File: src/verilog/alert_routing_defs.svh
// register map, reset values, field positions and timing counts of the alert router
`ifndef ALERT_ROUTING_DEFS_SVH
`define ALERT_ROUTING_DEFS_SVH

// ==========================================================================
// register offsets
`define ADDR_ROUTING 8'h28
`define ADDR_FULLNESS 8'h29
`define ADDR_OC_BASE 8'h30
`define ADDR_UC_BASE 8'h34
`define ADDR_STATUS 8'h60
`define ADDR_MASK 8'h61

// ==========================================================================
// reset values
`define RST_ROUTING 24'h000000
`define RST_FULLNESS 16'h5540
`define RST_LIMIT 16'h0000

// ==========================================================================
// field positions in the routing register (channel 1 at the top bit)
`define RT_OC_TOP 23
`define RT_UC_TOP 19
`define RT_OV_TOP 15
`define RT_UV_TOP 11
`define RT_OP_TOP 7
`define RT_ACC_FULL 3
`define RT_CNT_FULL 2
`define RT_CONV_PULSE 1

// fullness field positions, channel 1 at bits 15-14
`define FL_CH1_LSB 14
`define FL_CNT_LSB 6
`define FL_IMPL_MASK 16'hFFC0

// ==========================================================================
// timing
`define CLK_PERIOD_NS 50
`define PULSE_TIME_NS 5000
`define PULSE_CYCLES ((`PULSE_TIME_NS) / (`CLK_PERIOD_NS))

`endif

File: src/verilog/alert_routing_pkg.sv
// types shared by the alert router and its pulse timer
`default_nettype none

package alert_routing_pkg;

	// ======================================================================
	// fullness threshold codes
	typedef enum logic [1:0]
	{
		FILL_FULL = 2'h0,
		FILL_15_16 = 2'h1,
		FILL_7_8 = 2'h2,
		FILL_3_4 = 2'h3
	} fill_code_e;

	// ======================================================================
	// pulse timer states, one-hot
	typedef enum logic [1:0]
	{
		PULSE_IDLE = 2'h1,
		PULSE_HIGH = 2'h2
	} pulse_state_e;

endpackage : alert_routing_pkg

`default_nettype wire

File: src/verilog/pulse_timer.sv
// fixed-length pulse generator for the conversion-done mark
`default_nettype none
`include "alert_routing_defs.svh"

module pulse_timer
	import alert_routing_pkg::*;
#(
	parameter int CYCLES = `PULSE_CYCLES
)
(
	// clock and reset
	input wire logic clk_i,
	input wire logic reset_n_i,
	// trigger and pulse
	input wire logic start_i,
	output logic busy_o
);

	// ======================================================================
	// state and down counter
	pulse_state_e state;
	pulse_state_e next_state;
	logic [15:0] cnt;
	logic [15:0] next_cnt;
	wire logic cnt_zero = (cnt == 16'h0000);

	// a start during a pulse is ignored, so the pulse width never stretches
	always_comb
	begin
		next_state = state;
		next_cnt = cnt;
		case (state)
			PULSE_IDLE:
			begin
				if (start_i)
				begin
					next_state = PULSE_HIGH;
					next_cnt = 16'(CYCLES - 1);
				end
			end
			PULSE_HIGH:
			begin
				if (cnt_zero)
					next_state = PULSE_IDLE;
				else
					next_cnt = cnt - 16'h0001;
			end
			default:
				next_state = PULSE_IDLE;
		endcase
	end

	always_ff @(posedge clk_i)
	begin
		if (!reset_n_i)
		begin
			state <= PULSE_IDLE;
			cnt <= 16'h0000;
		end
		else
		begin
			state <= next_state;
			cnt <= next_cnt;
		end
	end

	// output taken from the state flop
	assign busy_o = (state == PULSE_HIGH);

	// ======================================================================
	// checks: high length counted in helper logic
	logic [15:0] high_len;
	always_ff @(posedge clk_i)
	begin
		if (!reset_n_i)
			high_len <= 16'h0000;
		else if (busy_o)
			high_len <= high_len + 16'h0001;
		else
			high_len <= 16'h0000;
	end

	pulse_width_a: assert property (@(posedge clk_i) disable iff (!reset_n_i)
		$fell(busy_o) |-> high_len == 16'(CYCLES))
		else $error("conversion pulse width wrong");
	pulse_start_a: assert property (@(posedge clk_i) disable iff (!reset_n_i)
		(start_i && !busy_o) |=> busy_o)
		else $error("pulse did not start");

endmodule : pulse_timer

`default_nettype wire

File: src/verilog/alert_routing.sv
// alert threshold, limit and routing logic for the second alert pin
`default_nettype none
`include "alert_routing_defs.svh"

// How it works
// - channel overpower routes at bits 7 to 4
// - bit 3 routes accumulator fullness alert
// - bit 2 routes sample count fullness
// - bit 1 gives 5 us end pulse
// - pulse drives pin only in alert mode
// - two-bit accumulator thresholds, reset fifteen sixteenths
// - count threshold bits 7-6, same codes
// - trip when content reaches selected fraction
// - threshold bits 5-0 read zero
// - signed overcurrent limits, reset zero
// - overcurrent limits at 0x30 to 0x33
// - signed undercurrent limits, reset zero
// - undercurrent limits at 0x34 to 0x37
// - master enable gates routing except the bit 1 pulse; alert mode gates the pin
// - current and voltage routes at bits 23-8
module alert_routing
	import alert_routing_pkg::*;
#(
	parameter int PULSE_LEN = `PULSE_CYCLES
)
(
	// clock and reset
	input wire logic CLK_I,
	input wire logic RESET_N_I,
	// register port
	input wire logic [7:0] ADDR_I,
	input wire logic [23:0] WDATA_I,
	input wire logic WR_I,
	input wire logic RD_I,
	output logic [23:0] RDATA_O,
	// conversion engine
	input wire logic CONV_DONE_I,
	input wire logic CUR_VALID_I,
	input wire logic [63:0] CUR_RESULT_I,
	input wire logic [3:0] OP_TRIP_I,
	input wire logic [3:0] OV_TRIP_I,
	input wire logic [3:0] UV_TRIP_I,
	// accumulator and sample count fullness: top four bits and overflow of each
	input wire logic [15:0] ACC_TOP_I,
	input wire logic [3:0] ACCUMULATOR_FULL_ROUTE_I,
	input wire logic [3:0] CNT_TOP_I,
	input wire logic CNT_OVF_I,
	// pin configuration
	input wire logic [23:0] MASTER_EN_I,
	input wire logic PIN_ALERT_MODE_I,
	input wire logic SLOW_PIN_I,
	// pin and interrupt
	output logic SECOND_ALERT_PIN_O,
	output logic SLOW_SAMPLE_O,
	output logic IRQ_O
);

	// ======================================================================
	// functions
	// true once the top nibble reaches the chosen fraction, or on overflow
	function automatic logic fill_hit(input logic [1:0] code, input logic [3:0] top,
		input logic ovf);
		logic hit;
		hit = ovf;
		case (fill_code_e'(code))
			FILL_FULL: hit = ovf;
			FILL_15_16: hit = ovf || (top >= 4'hF);
			FILL_7_8: hit = ovf || (top >= 4'hE);
			FILL_3_4: hit = ovf || (top >= 4'hC);
			default: hit = ovf;
		endcase
		return hit;
	endfunction : fill_hit

	// four consecutive offsets from a base
	function automatic logic in_bank(input logic [7:0] addr, input logic [7:0] base);
		return (addr[7:2] == base[7:2]);
	endfunction : in_bank

	// ======================================================================
	// registers
	logic [23:0] routing;
	logic [15:0] fullness;
	logic [15:0] overcurrent_limit [4];
	logic [15:0] undercurrent_limit [4];
	logic [10:0] status;
	logic [10:0] mask;
	logic [3:0] oc_hit;
	logic [3:0] uc_hit;

	// ======================================================================
	// address decode
	wire logic hit_routing = (ADDR_I == `ADDR_ROUTING);
	wire logic hit_fullness = (ADDR_I == `ADDR_FULLNESS);
	wire logic hit_oc = in_bank(ADDR_I, `ADDR_OC_BASE);
	wire logic hit_uc = in_bank(ADDR_I, `ADDR_UC_BASE);
	wire logic hit_status = (ADDR_I == `ADDR_STATUS);
	wire logic hit_mask = (ADDR_I == `ADDR_MASK);
	wire logic [1:0] bank_idx = ADDR_I[1:0];

	// ======================================================================
	// routing register write, bit 0 not implemented
	always_ff @(posedge CLK_I)
	begin
		if (!RESET_N_I)
			routing <= `RST_ROUTING;
		else if (WR_I && hit_routing)
			routing <= {WDATA_I[23:1], 1'b0};
	end

	// fullness thresholds; low six bits never stored
	always_ff @(posedge CLK_I)
	begin
		if (!RESET_N_I)
			fullness <= `RST_FULLNESS;
		else if (WR_I && hit_fullness)
			fullness <= WDATA_I[15:0] & `FL_IMPL_MASK;
	end

	// limit banks, one word per channel
	always_ff @(posedge CLK_I)
	begin
		if (!RESET_N_I)
		begin
			for (int i = 0; i < 4; i++)
			begin
				overcurrent_limit[i] <= `RST_LIMIT;
				undercurrent_limit[i] <= `RST_LIMIT;
			end
		end
		else if (WR_I && hit_oc)
			overcurrent_limit[bank_idx] <= WDATA_I[15:0];
		else if (WR_I && hit_uc)
			undercurrent_limit[bank_idx] <= WDATA_I[15:0];
	end

	// mask register
	always_ff @(posedge CLK_I)
	begin
		if (!RESET_N_I)
			mask <= 11'h000;
		else if (WR_I && hit_mask)
			mask <= WDATA_I[10:0];
	end

	// ======================================================================
	// signed compare on each new result
	logic [3:0] next_oc_hit;
	logic [3:0] next_uc_hit;
	always_comb
	begin
		for (int c = 0; c < 4; c++)
		begin
			next_oc_hit[c] = $signed(CUR_RESULT_I[16*c +: 16]) > $signed(overcurrent_limit[c]);
			next_uc_hit[c] = $signed(CUR_RESULT_I[16*c +: 16]) < $signed(undercurrent_limit[c]);
		end
	end

	// results hold until the next sample replaces them
	always_ff @(posedge CLK_I)
	begin
		if (!RESET_N_I)
		begin
			oc_hit <= 4'h0;
			uc_hit <= 4'h0;
		end
		else if (CUR_VALID_I)
		begin
			oc_hit <= next_oc_hit;
			uc_hit <= next_uc_hit;
		end
	end

	// ======================================================================
	// fullness trips
	logic [3:0] acc_trip;
	always_comb
	begin
		for (int c = 0; c < 4; c++)
			acc_trip[c] = fill_hit(fullness[`FL_CH1_LSB - 2*c +: 2], ACC_TOP_I[4*c +: 4],
				ACCUMULATOR_FULL_ROUTE_I[c]);
	end
	wire logic acc_full = |acc_trip;
	wire logic cnt_full = fill_hit(fullness[`FL_CNT_LSB +: 2], CNT_TOP_I, CNT_OVF_I);

	// ======================================================================
	// routing: channel 1 sits at the top bit of each nibble, so reverse
	wire logic [23:0] route_en = routing & MASTER_EN_I;
	wire logic [3:0] oc_rev = {oc_hit[0], oc_hit[1], oc_hit[2], oc_hit[3]};
	wire logic [3:0] uc_rev = {uc_hit[0], uc_hit[1], uc_hit[2], uc_hit[3]};
	wire logic [3:0] op_rev = {OP_TRIP_I[0], OP_TRIP_I[1], OP_TRIP_I[2], OP_TRIP_I[3]};
	wire logic [3:0] ov_rev = {OV_TRIP_I[0], OV_TRIP_I[1], OV_TRIP_I[2], OV_TRIP_I[3]};
	wire logic [3:0] uv_rev = {UV_TRIP_I[0], UV_TRIP_I[1], UV_TRIP_I[2], UV_TRIP_I[3]};
	wire logic routed_cur = |(route_en[`RT_OC_TOP -: 4] & oc_rev)
		| |(route_en[`RT_UC_TOP -: 4] & uc_rev);
	wire logic routed_volt = |(route_en[`RT_OV_TOP -: 4] & ov_rev)
		| |(route_en[`RT_UV_TOP -: 4] & uv_rev);
	wire logic routed_op = |(route_en[`RT_OP_TOP -: 4] & op_rev);
	wire logic routed_acc = route_en[`RT_ACC_FULL] & acc_full;
	wire logic routed_cnt = route_en[`RT_CNT_FULL] & cnt_full;
	wire logic routed_any = routed_cur | routed_volt | routed_op | routed_acc | routed_cnt;

	// ======================================================================
	// conversion-done pulse
	wire logic pulse_start = CONV_DONE_I & routing[`RT_CONV_PULSE];
	logic pulse_busy;

	pulse_timer #(
		.CYCLES(PULSE_LEN)
	) u_pulse (
		.clk_i(CLK_I),
		.reset_n_i(RESET_N_I),
		.start_i(pulse_start),
		.busy_o(pulse_busy)
	);

	// pin only carries alerts in alert mode; the slow input is lost then
	wire logic next_pin = PIN_ALERT_MODE_I & (routed_any | pulse_busy);
	wire logic next_slow = ~PIN_ALERT_MODE_I & SLOW_PIN_I;

	always_ff @(posedge CLK_I)
	begin
		if (!RESET_N_I)
		begin
			SECOND_ALERT_PIN_O <= 1'b0;
			SLOW_SAMPLE_O <= 1'b0;
		end
		else
		begin
			SECOND_ALERT_PIN_O <= next_pin;
			SLOW_SAMPLE_O <= next_slow;
		end
	end

	// ======================================================================
	// interrupt status: uc 10-7, oc 6-3, acc 2, cnt 1, conv 0
	wire logic [10:0] events = {uc_hit, oc_hit, acc_full, cnt_full, CONV_DONE_I};
	wire logic [10:0] clr_bits = (WR_I && hit_status) ? WDATA_I[10:0] : 11'h000;

	// set wins over clear so a same-cycle event is never dropped
	always_ff @(posedge CLK_I)
	begin
		if (!RESET_N_I)
		begin
			status <= 11'h000;
			IRQ_O <= 1'b0;
		end
		else
		begin
			status <= (status & ~clr_bits) | events;
			IRQ_O <= |(((status & ~clr_bits) | events) & mask);
		end
	end

	// ======================================================================
	// read mux, answer one cycle after the strobe
	logic [23:0] rd_mux;
	always_comb
	begin
		rd_mux = 24'h000000;
		if (hit_routing)
			rd_mux = routing;
		else if (hit_fullness)
			rd_mux = {8'h00, fullness};
		else if (hit_oc)
			rd_mux = {8'h00, overcurrent_limit[bank_idx]};
		else if (hit_uc)
			rd_mux = {8'h00, undercurrent_limit[bank_idx]};
		else if (hit_status)
			rd_mux = {13'h0, status};
		else if (hit_mask)
			rd_mux = {13'h0, mask};
	end

	always_ff @(posedge CLK_I)
	begin
		if (!RESET_N_I)
			RDATA_O <= 24'h000000;
		else if (RD_I)
			RDATA_O <= rd_mux;
		else
			RDATA_O <= 24'h000000;
	end

	// ======================================================================
	// checks
	pin_mode_a: assert property (@(posedge CLK_I) disable iff (!RESET_N_I)
		!PIN_ALERT_MODE_I |=> !SECOND_ALERT_PIN_O)
		else $error("pin driven outside alert mode");
	op_route_a: assert property (@(posedge CLK_I) disable iff (!RESET_N_I)
		(PIN_ALERT_MODE_I && OP_TRIP_I[0] && routing[7] && MASTER_EN_I[7])
		|=> SECOND_ALERT_PIN_O)
		else $error("channel 1 overpower not routed");
	acc_route_a: assert property (@(posedge CLK_I) disable iff (!RESET_N_I)
		(PIN_ALERT_MODE_I && acc_full && route_en[3]) |=> SECOND_ALERT_PIN_O)
		else $error("accumulator fullness not routed");
	cnt_route_a: assert property (@(posedge CLK_I) disable iff (!RESET_N_I)
		(PIN_ALERT_MODE_I && cnt_full && route_en[2]) |=> SECOND_ALERT_PIN_O)
		else $error("count fullness not routed");
	conv_pulse_a: assert property (@(posedge CLK_I) disable iff (!RESET_N_I)
		(CONV_DONE_I && routing[1] && !pulse_busy && PIN_ALERT_MODE_I) ##1 PIN_ALERT_MODE_I
		|=> SECOND_ALERT_PIN_O)
		else $error("conversion pulse missing on pin");
	thr_read_a: assert property (@(posedge CLK_I) disable iff (!RESET_N_I)
		(RD_I && hit_fullness) |=> RDATA_O[5:0] == 6'h00)
		else $error("unimplemented threshold bits read nonzero");
	acc_fill_a: assert property (@(posedge CLK_I) disable iff (!RESET_N_I)
		(fullness[15:14] == 2'h3 && ACC_TOP_I[3:0] >= 4'hC) |-> acc_full)
		else $error("three-quarter threshold missed");
	oc_cmp_a: assert property (@(posedge CLK_I) disable iff (!RESET_N_I)
		CUR_VALID_I |=> oc_hit[0] == ($signed($past(CUR_RESULT_I[15:0]))
		> $signed($past(overcurrent_limit[0]))))
		else $error("overcurrent compare wrong");
	uc_wr_a: assert property (@(posedge CLK_I) disable iff (!RESET_N_I)
		(WR_I && ADDR_I == 8'h37) |=> undercurrent_limit[3] == $past(WDATA_I[15:0]))
		else $error("undercurrent channel 4 write lost");
	master_gate_a: assert property (@(posedge CLK_I) disable iff (!RESET_N_I)
		(MASTER_EN_I == 24'h000000 && !pulse_busy) |=> !SECOND_ALERT_PIN_O)
		else $error("alert routed without master enable");
	uc_cmp_a: assert property (@(posedge CLK_I) disable iff (!RESET_N_I)
		CUR_VALID_I |=> uc_hit[0] == ($signed($past(CUR_RESULT_I[15:0]))
		< $signed($past(undercurrent_limit[0]))))
		else $error("undercurrent compare wrong");
	oc_wr_a: assert property (@(posedge CLK_I) disable iff (!RESET_N_I)
		(WR_I && ADDR_I == 8'h30) |=> overcurrent_limit[0] == $past(WDATA_I[15:0]))
		else $error("overcurrent channel 1 write lost");
	slow_block_a: assert property (@(posedge CLK_I) disable iff (!RESET_N_I)
		PIN_ALERT_MODE_I |=> !SLOW_SAMPLE_O)
		else $error("slow request passed in alert mode");
	op_route4_a: assert property (@(posedge CLK_I) disable iff (!RESET_N_I)
		(PIN_ALERT_MODE_I && OP_TRIP_I[3] && route_en[4]) |=> SECOND_ALERT_PIN_O)
		else $error("channel 4 overpower not routed");

	conv_pulse_c: cover property (@(posedge CLK_I) disable iff (!RESET_N_I)
		pulse_start ##2 SECOND_ALERT_PIN_O);
	oc_alert_c: cover property (@(posedge CLK_I) disable iff (!RESET_N_I)
		routed_cur ##1 SECOND_ALERT_PIN_O);
	irq_c: cover property (@(posedge CLK_I) disable iff (!RESET_N_I) $rose(IRQ_O));

endmodule : alert_routing

`default_nettype wire

File: config.mk
export PLATFORM = sky130hd
export DESIGN_NAME = alert_routing
export DESIGN_NICKNAME = d
export VERILOG_FILES = /design/src/verilog/alert_routing_pkg.sv /design/src/verilog/pulse_timer.sv /design/src/verilog/alert_routing.sv
export VERILOG_INCLUDE_DIRS = /design/src /design/src/verilog
export SDC_FILE = /design/constraint.sdc
export NUM_CORES = 1
export LEC_CHECK = 0
export ABC_CLOCK_PERIOD_IN_PS = 5500
export BUFFER_PORTS_ARGS = -buffer_cell sky130_fd_sc_hd__buf_2
export CAP_MARGIN = 30
export CORE_ASPECT_RATIO = 0.7
export CORE_UTILIZATION = 40
export CTS_CLUSTER_DIAMETER = 50
export DETAILED_ROUTE_END_ITERATION = 8
export MAX_ROUTING_LAYER = met4
export PLACE_DENSITY_LB_ADDON = 0.2
export SYNTH_ARGS = -nofsm -noshare
export SYNTH_HDL_FRONTEND = slang
export SYNTH_HIERARCHICAL = 1
export SYNTH_SLANG_ARGS = --single-unit
export TNS_END_PERCENT = 1
File: constraint.sdc
create_clock -name CLK_I -period 5.5 [get_ports CLK_I]
set_clock_uncertainty 0.2 [all_clocks]
set_input_delay 1.1 -clock CLK_I [delete_from_list [all_inputs] [get_ports CLK_I]]
set_output_delay 1.1 -clock CLK_I [all_outputs]
set_load 0.01 [all_outputs]
=== Word level (Yosys, flattened, before mapping) ===
Memory sizes are Yosys's and may differ from the RTL's.
Index checks and enable logic that the tools add are counted.

* Bits in registers: 108
* RAM bits: 128
* Input port bits: 165
* Output and inout port bits: 27
* Memories kept: 2

* Add/sub/neg operators: 1
* Magnitude comparators: 23
* Eq/ne operators: 26
* Mux-type cells: 32
* Bitwise operators: 24
* Reduce and logical (&&, ||, !) cells: 41

{| class="wikitable"
|+ Memory list
! name !! depth !! bits a word !! rd ports !! clocked after Yosys merged registers in !! wr ports !! RTL line !! text
|-
| overcurrent_limit || 4 || 16 || 5 || 0 || 4 || alert_routing.sv:84 || <nowiki>logic [15:0] overcurrent_limit [4];</nowiki>
|-
| undercurrent_limit || 4 || 16 || 5 || 0 || 4 || alert_routing.sv:85 || <nowiki>logic [15:0] undercurrent_limit [4];</nowiki>
|}

{| class="wikitable"
|+ Operators with widths
! cell !! count
|-
| 2-to-1 mux 16 bit || 7
|-
| > comparator 16 bit || 4
|-
| less-than comparator 16 bit || 4
|-
| >= comparator 4 bit (second input constant) || 15
|-
| 2-to-1 mux 11 bit || 3
|-
| case mux 16 bit (2 select lines) || 1
|-
| OR reduction 16 bit || 2
|-
| AND 24 bit || 1
|-
| 2-to-1 mux 24 bit || 1
|-
| OR reduction 4 bit || 6
|-
| AND 11 bit || 2
|-
| == test 2 bit (second input constant) || 11
|-
| AND 4 bit || 5
|-
| case mux 1 bit (4 select lines) || 5
|-
| == test 8 x 6 -> 1 bit (second input constant) || 2
|-
| == test 8 x 7 -> 1 bit (second input constant) || 2
|-
| logical NOT 16 bit || 1
|-
| subtractor 16 x 1 -> 16 bit (second input constant) || 1
|-
| logical OR 1 bit || 15
|-
| == test 2 x 1 -> 1 bit (second input constant) || 6
|-
| == test 6 x 4 -> 1 bit (second input constant) || 2
|-
| inverter 11 bit || 1
|-
| bitwise OR 11 bit || 1
|-
| OR reduction 11 bit || 1
|-
| other kinds (14) || 48
|}

=== Logic depth before layout (Yosys ltp) ===
* Word-level depth: 10
* Mapped depth: 8
* Gate-level depth less buffers: 8

=== Cells and area by module ===
The synthesis kept the hierarchy.

{| class="wikitable"
|+ Modules (own cells, without submodules)
! module !! instances !! cells an instance !! area an instance (um2)
|-
| alert_routing || 1 || 1252 || 12433.2
|-
| pulse_timer || 1 || 104 || 918.4
|}

=== Worst setup path before layout ===
OpenSTA, ideal clock, no wires.

* Path type: input to register
* Start point: input ADDR_I[0]
* End point: memory overcurrent_limit[2][0] (enable)
* Library setup time: 411 ps
* Arrival: 3166 ps
* Setup slack: 1723 ps
* Stages: 6
* Path through: buf_2 buf_4 buf_4 buf_4 nand3b_1 o21ai_0

{| class="wikitable"
|+ RTL lines
! what !! RTL line !! text
|-
| from (decl) || alert_routing.sv:31 || <nowiki>input wire logic [7:0] ADDR_I,</nowiki>
|-
| to (decl) || alert_routing.sv:84 ||
|}

==> results.txt <==
Run status: finished, violations left
Failing checks: design-rule violations
TNS Setup: 0 ns
Top_reg_cell synth: edfxtp_1
Worst vdd ir: 0.239 mV
Crit path kind: in2reg
Postcts setup bufs: 0
WP buf/inv: 1
Synth Warn #: 6
Fillers: 3048
Power Total: 4.43 mW
FF/Latch Area: 6010 µm²
CP top delay family: simple AND/OR/NAND/NOR gates
Worst Path Required: 5.67 ns
Syn nets: 1646
Routed wire length: 44.8 mm
Final hold slack: 0.287 ns
Number of synthesized flops with an enable pin: 128
Seq cells post-synth: 236
Die H: 155 µm
DRC: 12
Cts hold-fix bufs: 0
Post_cts resized: 0
Slew @ Worst Pin: 1.13 ns
Post-route ant nets: 0
Vias post-DR: 11000
Slowest cell on the critical path: and3_1
# Max-Cap Violations: 0
Clock slew at reported path FFs: 0.06 ns
RD Place Congestion: 0.917
Die area: 34100 µm²
Antenna violations before repair: 0
Vias/cell: 5.54
CP Launch Type: primary input
Layout Cells excl Fill: 1987
Hold Vio Cnt, Final: 0
Layout cells sized above 1: 19.1%
Slew Limit Fails: 0
Pwr per Cell Area: 282 nW/µm²
Remaining Overflow, GRT: 0
I/O pins: 192
CTS Buf Count: 26
Hold crit path type: reg2reg
Sequential fraction of the synthesis area: 45.0%
Root buf cell: clkbuf_16
Post-synth top area share: 28.8%
Placed insts: 1939
Clock sink count: 236
DP Worst Slack: 1.51 ns
Worst skew pair latency: 0.54 ns
Commonest non-fill, non-tap cell in the layout: buf_2
Diode count: 0
Leakage: 7.06 nW
GRT Total Usage: 27.1%
Slew Limit Headroom: 23.9%
IO buf count: 189
Worst Setup End Kind: flip-flop
Initial Util: 41.0%
Most frequent cells in the layout: buf_2, inv_1, nand2_1
First-pass GRT wire length: 65.3 mm
Crit share post-route: 64.4%
DPL Wire Length: 33.9 mm
CP peak stage delay: 0.94 ns
Vias in the first global route: 10700
Netlist cell types: 71
RSZ-0062 raised after global routing: false
TritonCTS clock tree: built
Number of DRC markers in iteration 0: 1125
Layout area overhead: 17.5%
Largest net degree at the start of global routing: 34
Area leader, netlist: edfxtp_1
Placed Area: 14700 µm²
Row count: 55
Nets@finish: 1830
WL/cell: 22.5 µm
Largest cells by area after synthesis: edfxtp_1, dfxtp_1, ha_1
Core area: 32600 µm²
CTS Buffer Depth: 3
Final instance area: 15700 µm²
Mean Syn Cell Area: 9.85 µm²
Util after Layout: 48.2%
Final WS setup: 1.96 ns
CP Cell Sequence: buf_2, nor3b_2, and4bb_2, and3_1, nand2_1, nor2_1
Multi-input logic area: 6440 µm²
Fmax: 282 MHz
Minimum clock period: 3.54 ns
Worst-path fanout max: 17
Die width: 220 µm
DR pass1 iterations: 8
Cells after Synth: 1356
Final setup fails: 0
H-tree depth: 1
Post-synth ARST share: 0%
CP arrival: 3.71 ns
Cell Area, Synth: 13400 µm²
-- worst reg2reg max path: cells and delay by family (launching register included) --
family / cells / cell delay [ns]
simple gates: 2 / 0.49
buf+inv: 1 / 0.14
compound gates: 3 / 1.07
fa+ha+maj: 1 / 0.35
flops: 1 / 0.41
-- metal layers --
layer  up-vias  wire, µm  GRT usage, %
met5         -         0             -
met4         0      1140          6.47
met3        71      4580          6.24
met2       502     18700          38.2
met1      5262     20300          39.0
li1       5181         -             -
-- final cells by class --
class / instances / share of cell area (%)
clock buffers: 36 / 4.99
inverters: 175 / 4.19
repair buffers: 208 / 6.99
well taps: 427 / 3.41
clock inverters: 12 / 1.08
flip-flops and latches: 236 / 38.3
multi-input cells: 893 / 41.1
-- power by group --
group / switching [mW] / internal (mW)
registers: 0.0500 / 1.92
clock network: 0.748 / 1.18
logic: 0.313 / 0.213
-- Yosys cell counts (7+ instances only) --
master,number
dfxtp_1,108
nor2b_1,20
a211oi_1,10
buf_4,8
buf_2,10
nor3_1,7
and2_1,12
clkbuf_1,27
o21ai_0,39
a21oi_1,72
nand2b_1,7
a21boi_0,28
inv_1,175
o211ai_1,9
edfxtp_1,128
mux2i_1,22
a31oi_1,10
nand4_1,36
mux4_2,32
nand2_1,143
a21o_1,41
ha_1,125
nor2_1,133
and3_1,7
nand3_1,43
-- sequential cells by signal, summed over array words and instances (netlist names), 2 cells and up --
register,count
overcurrent_limit,64
undercurrent_limit,64
RDATA_O,24
routing,23
u_pulse/cnt,16
mask,11
status,11
fullness,10
oc_hit,4
uc_hit,4
u_pulse/state,2
-- kinds of logic after synthesis --
| group | Yosys count | share of synthesized area, % |
|---|---|---|
| mux | 54 | 7.05 |
| buf+inv | 227 | 6.83 |
| xor+xnor | 10 | 0.656 |
| compound gates | 263 | 13.1 |
| flops | 236 | 45.0 |
| fa+ha+maj | 125 | 11.7 |
| simple gates | 441 | 15.7 |
-- worst paths after layout --
check	slack, ns	start	cells past startpoint	end
max reg2reg	2.74	overcurrent_limit[1][15]$_SDFFCE_PN0P_	7	oc_hit[1]$_SDFFE_PN0P_
min	0.29	routing[17]$_SDFFE_PN0P_	2	routing[17]$_SDFFE_PN0P_
min reg2reg	0.29	routing[17]$_SDFFE_PN0P_	2	routing[17]$_SDFFE_PN0P_
max	1.96	ADDR_I[6]	6	overcurrent_limit[0][4]$_SDFFCE_PN0P_
No activity file was read; power rests on OpenSTA's default activity.
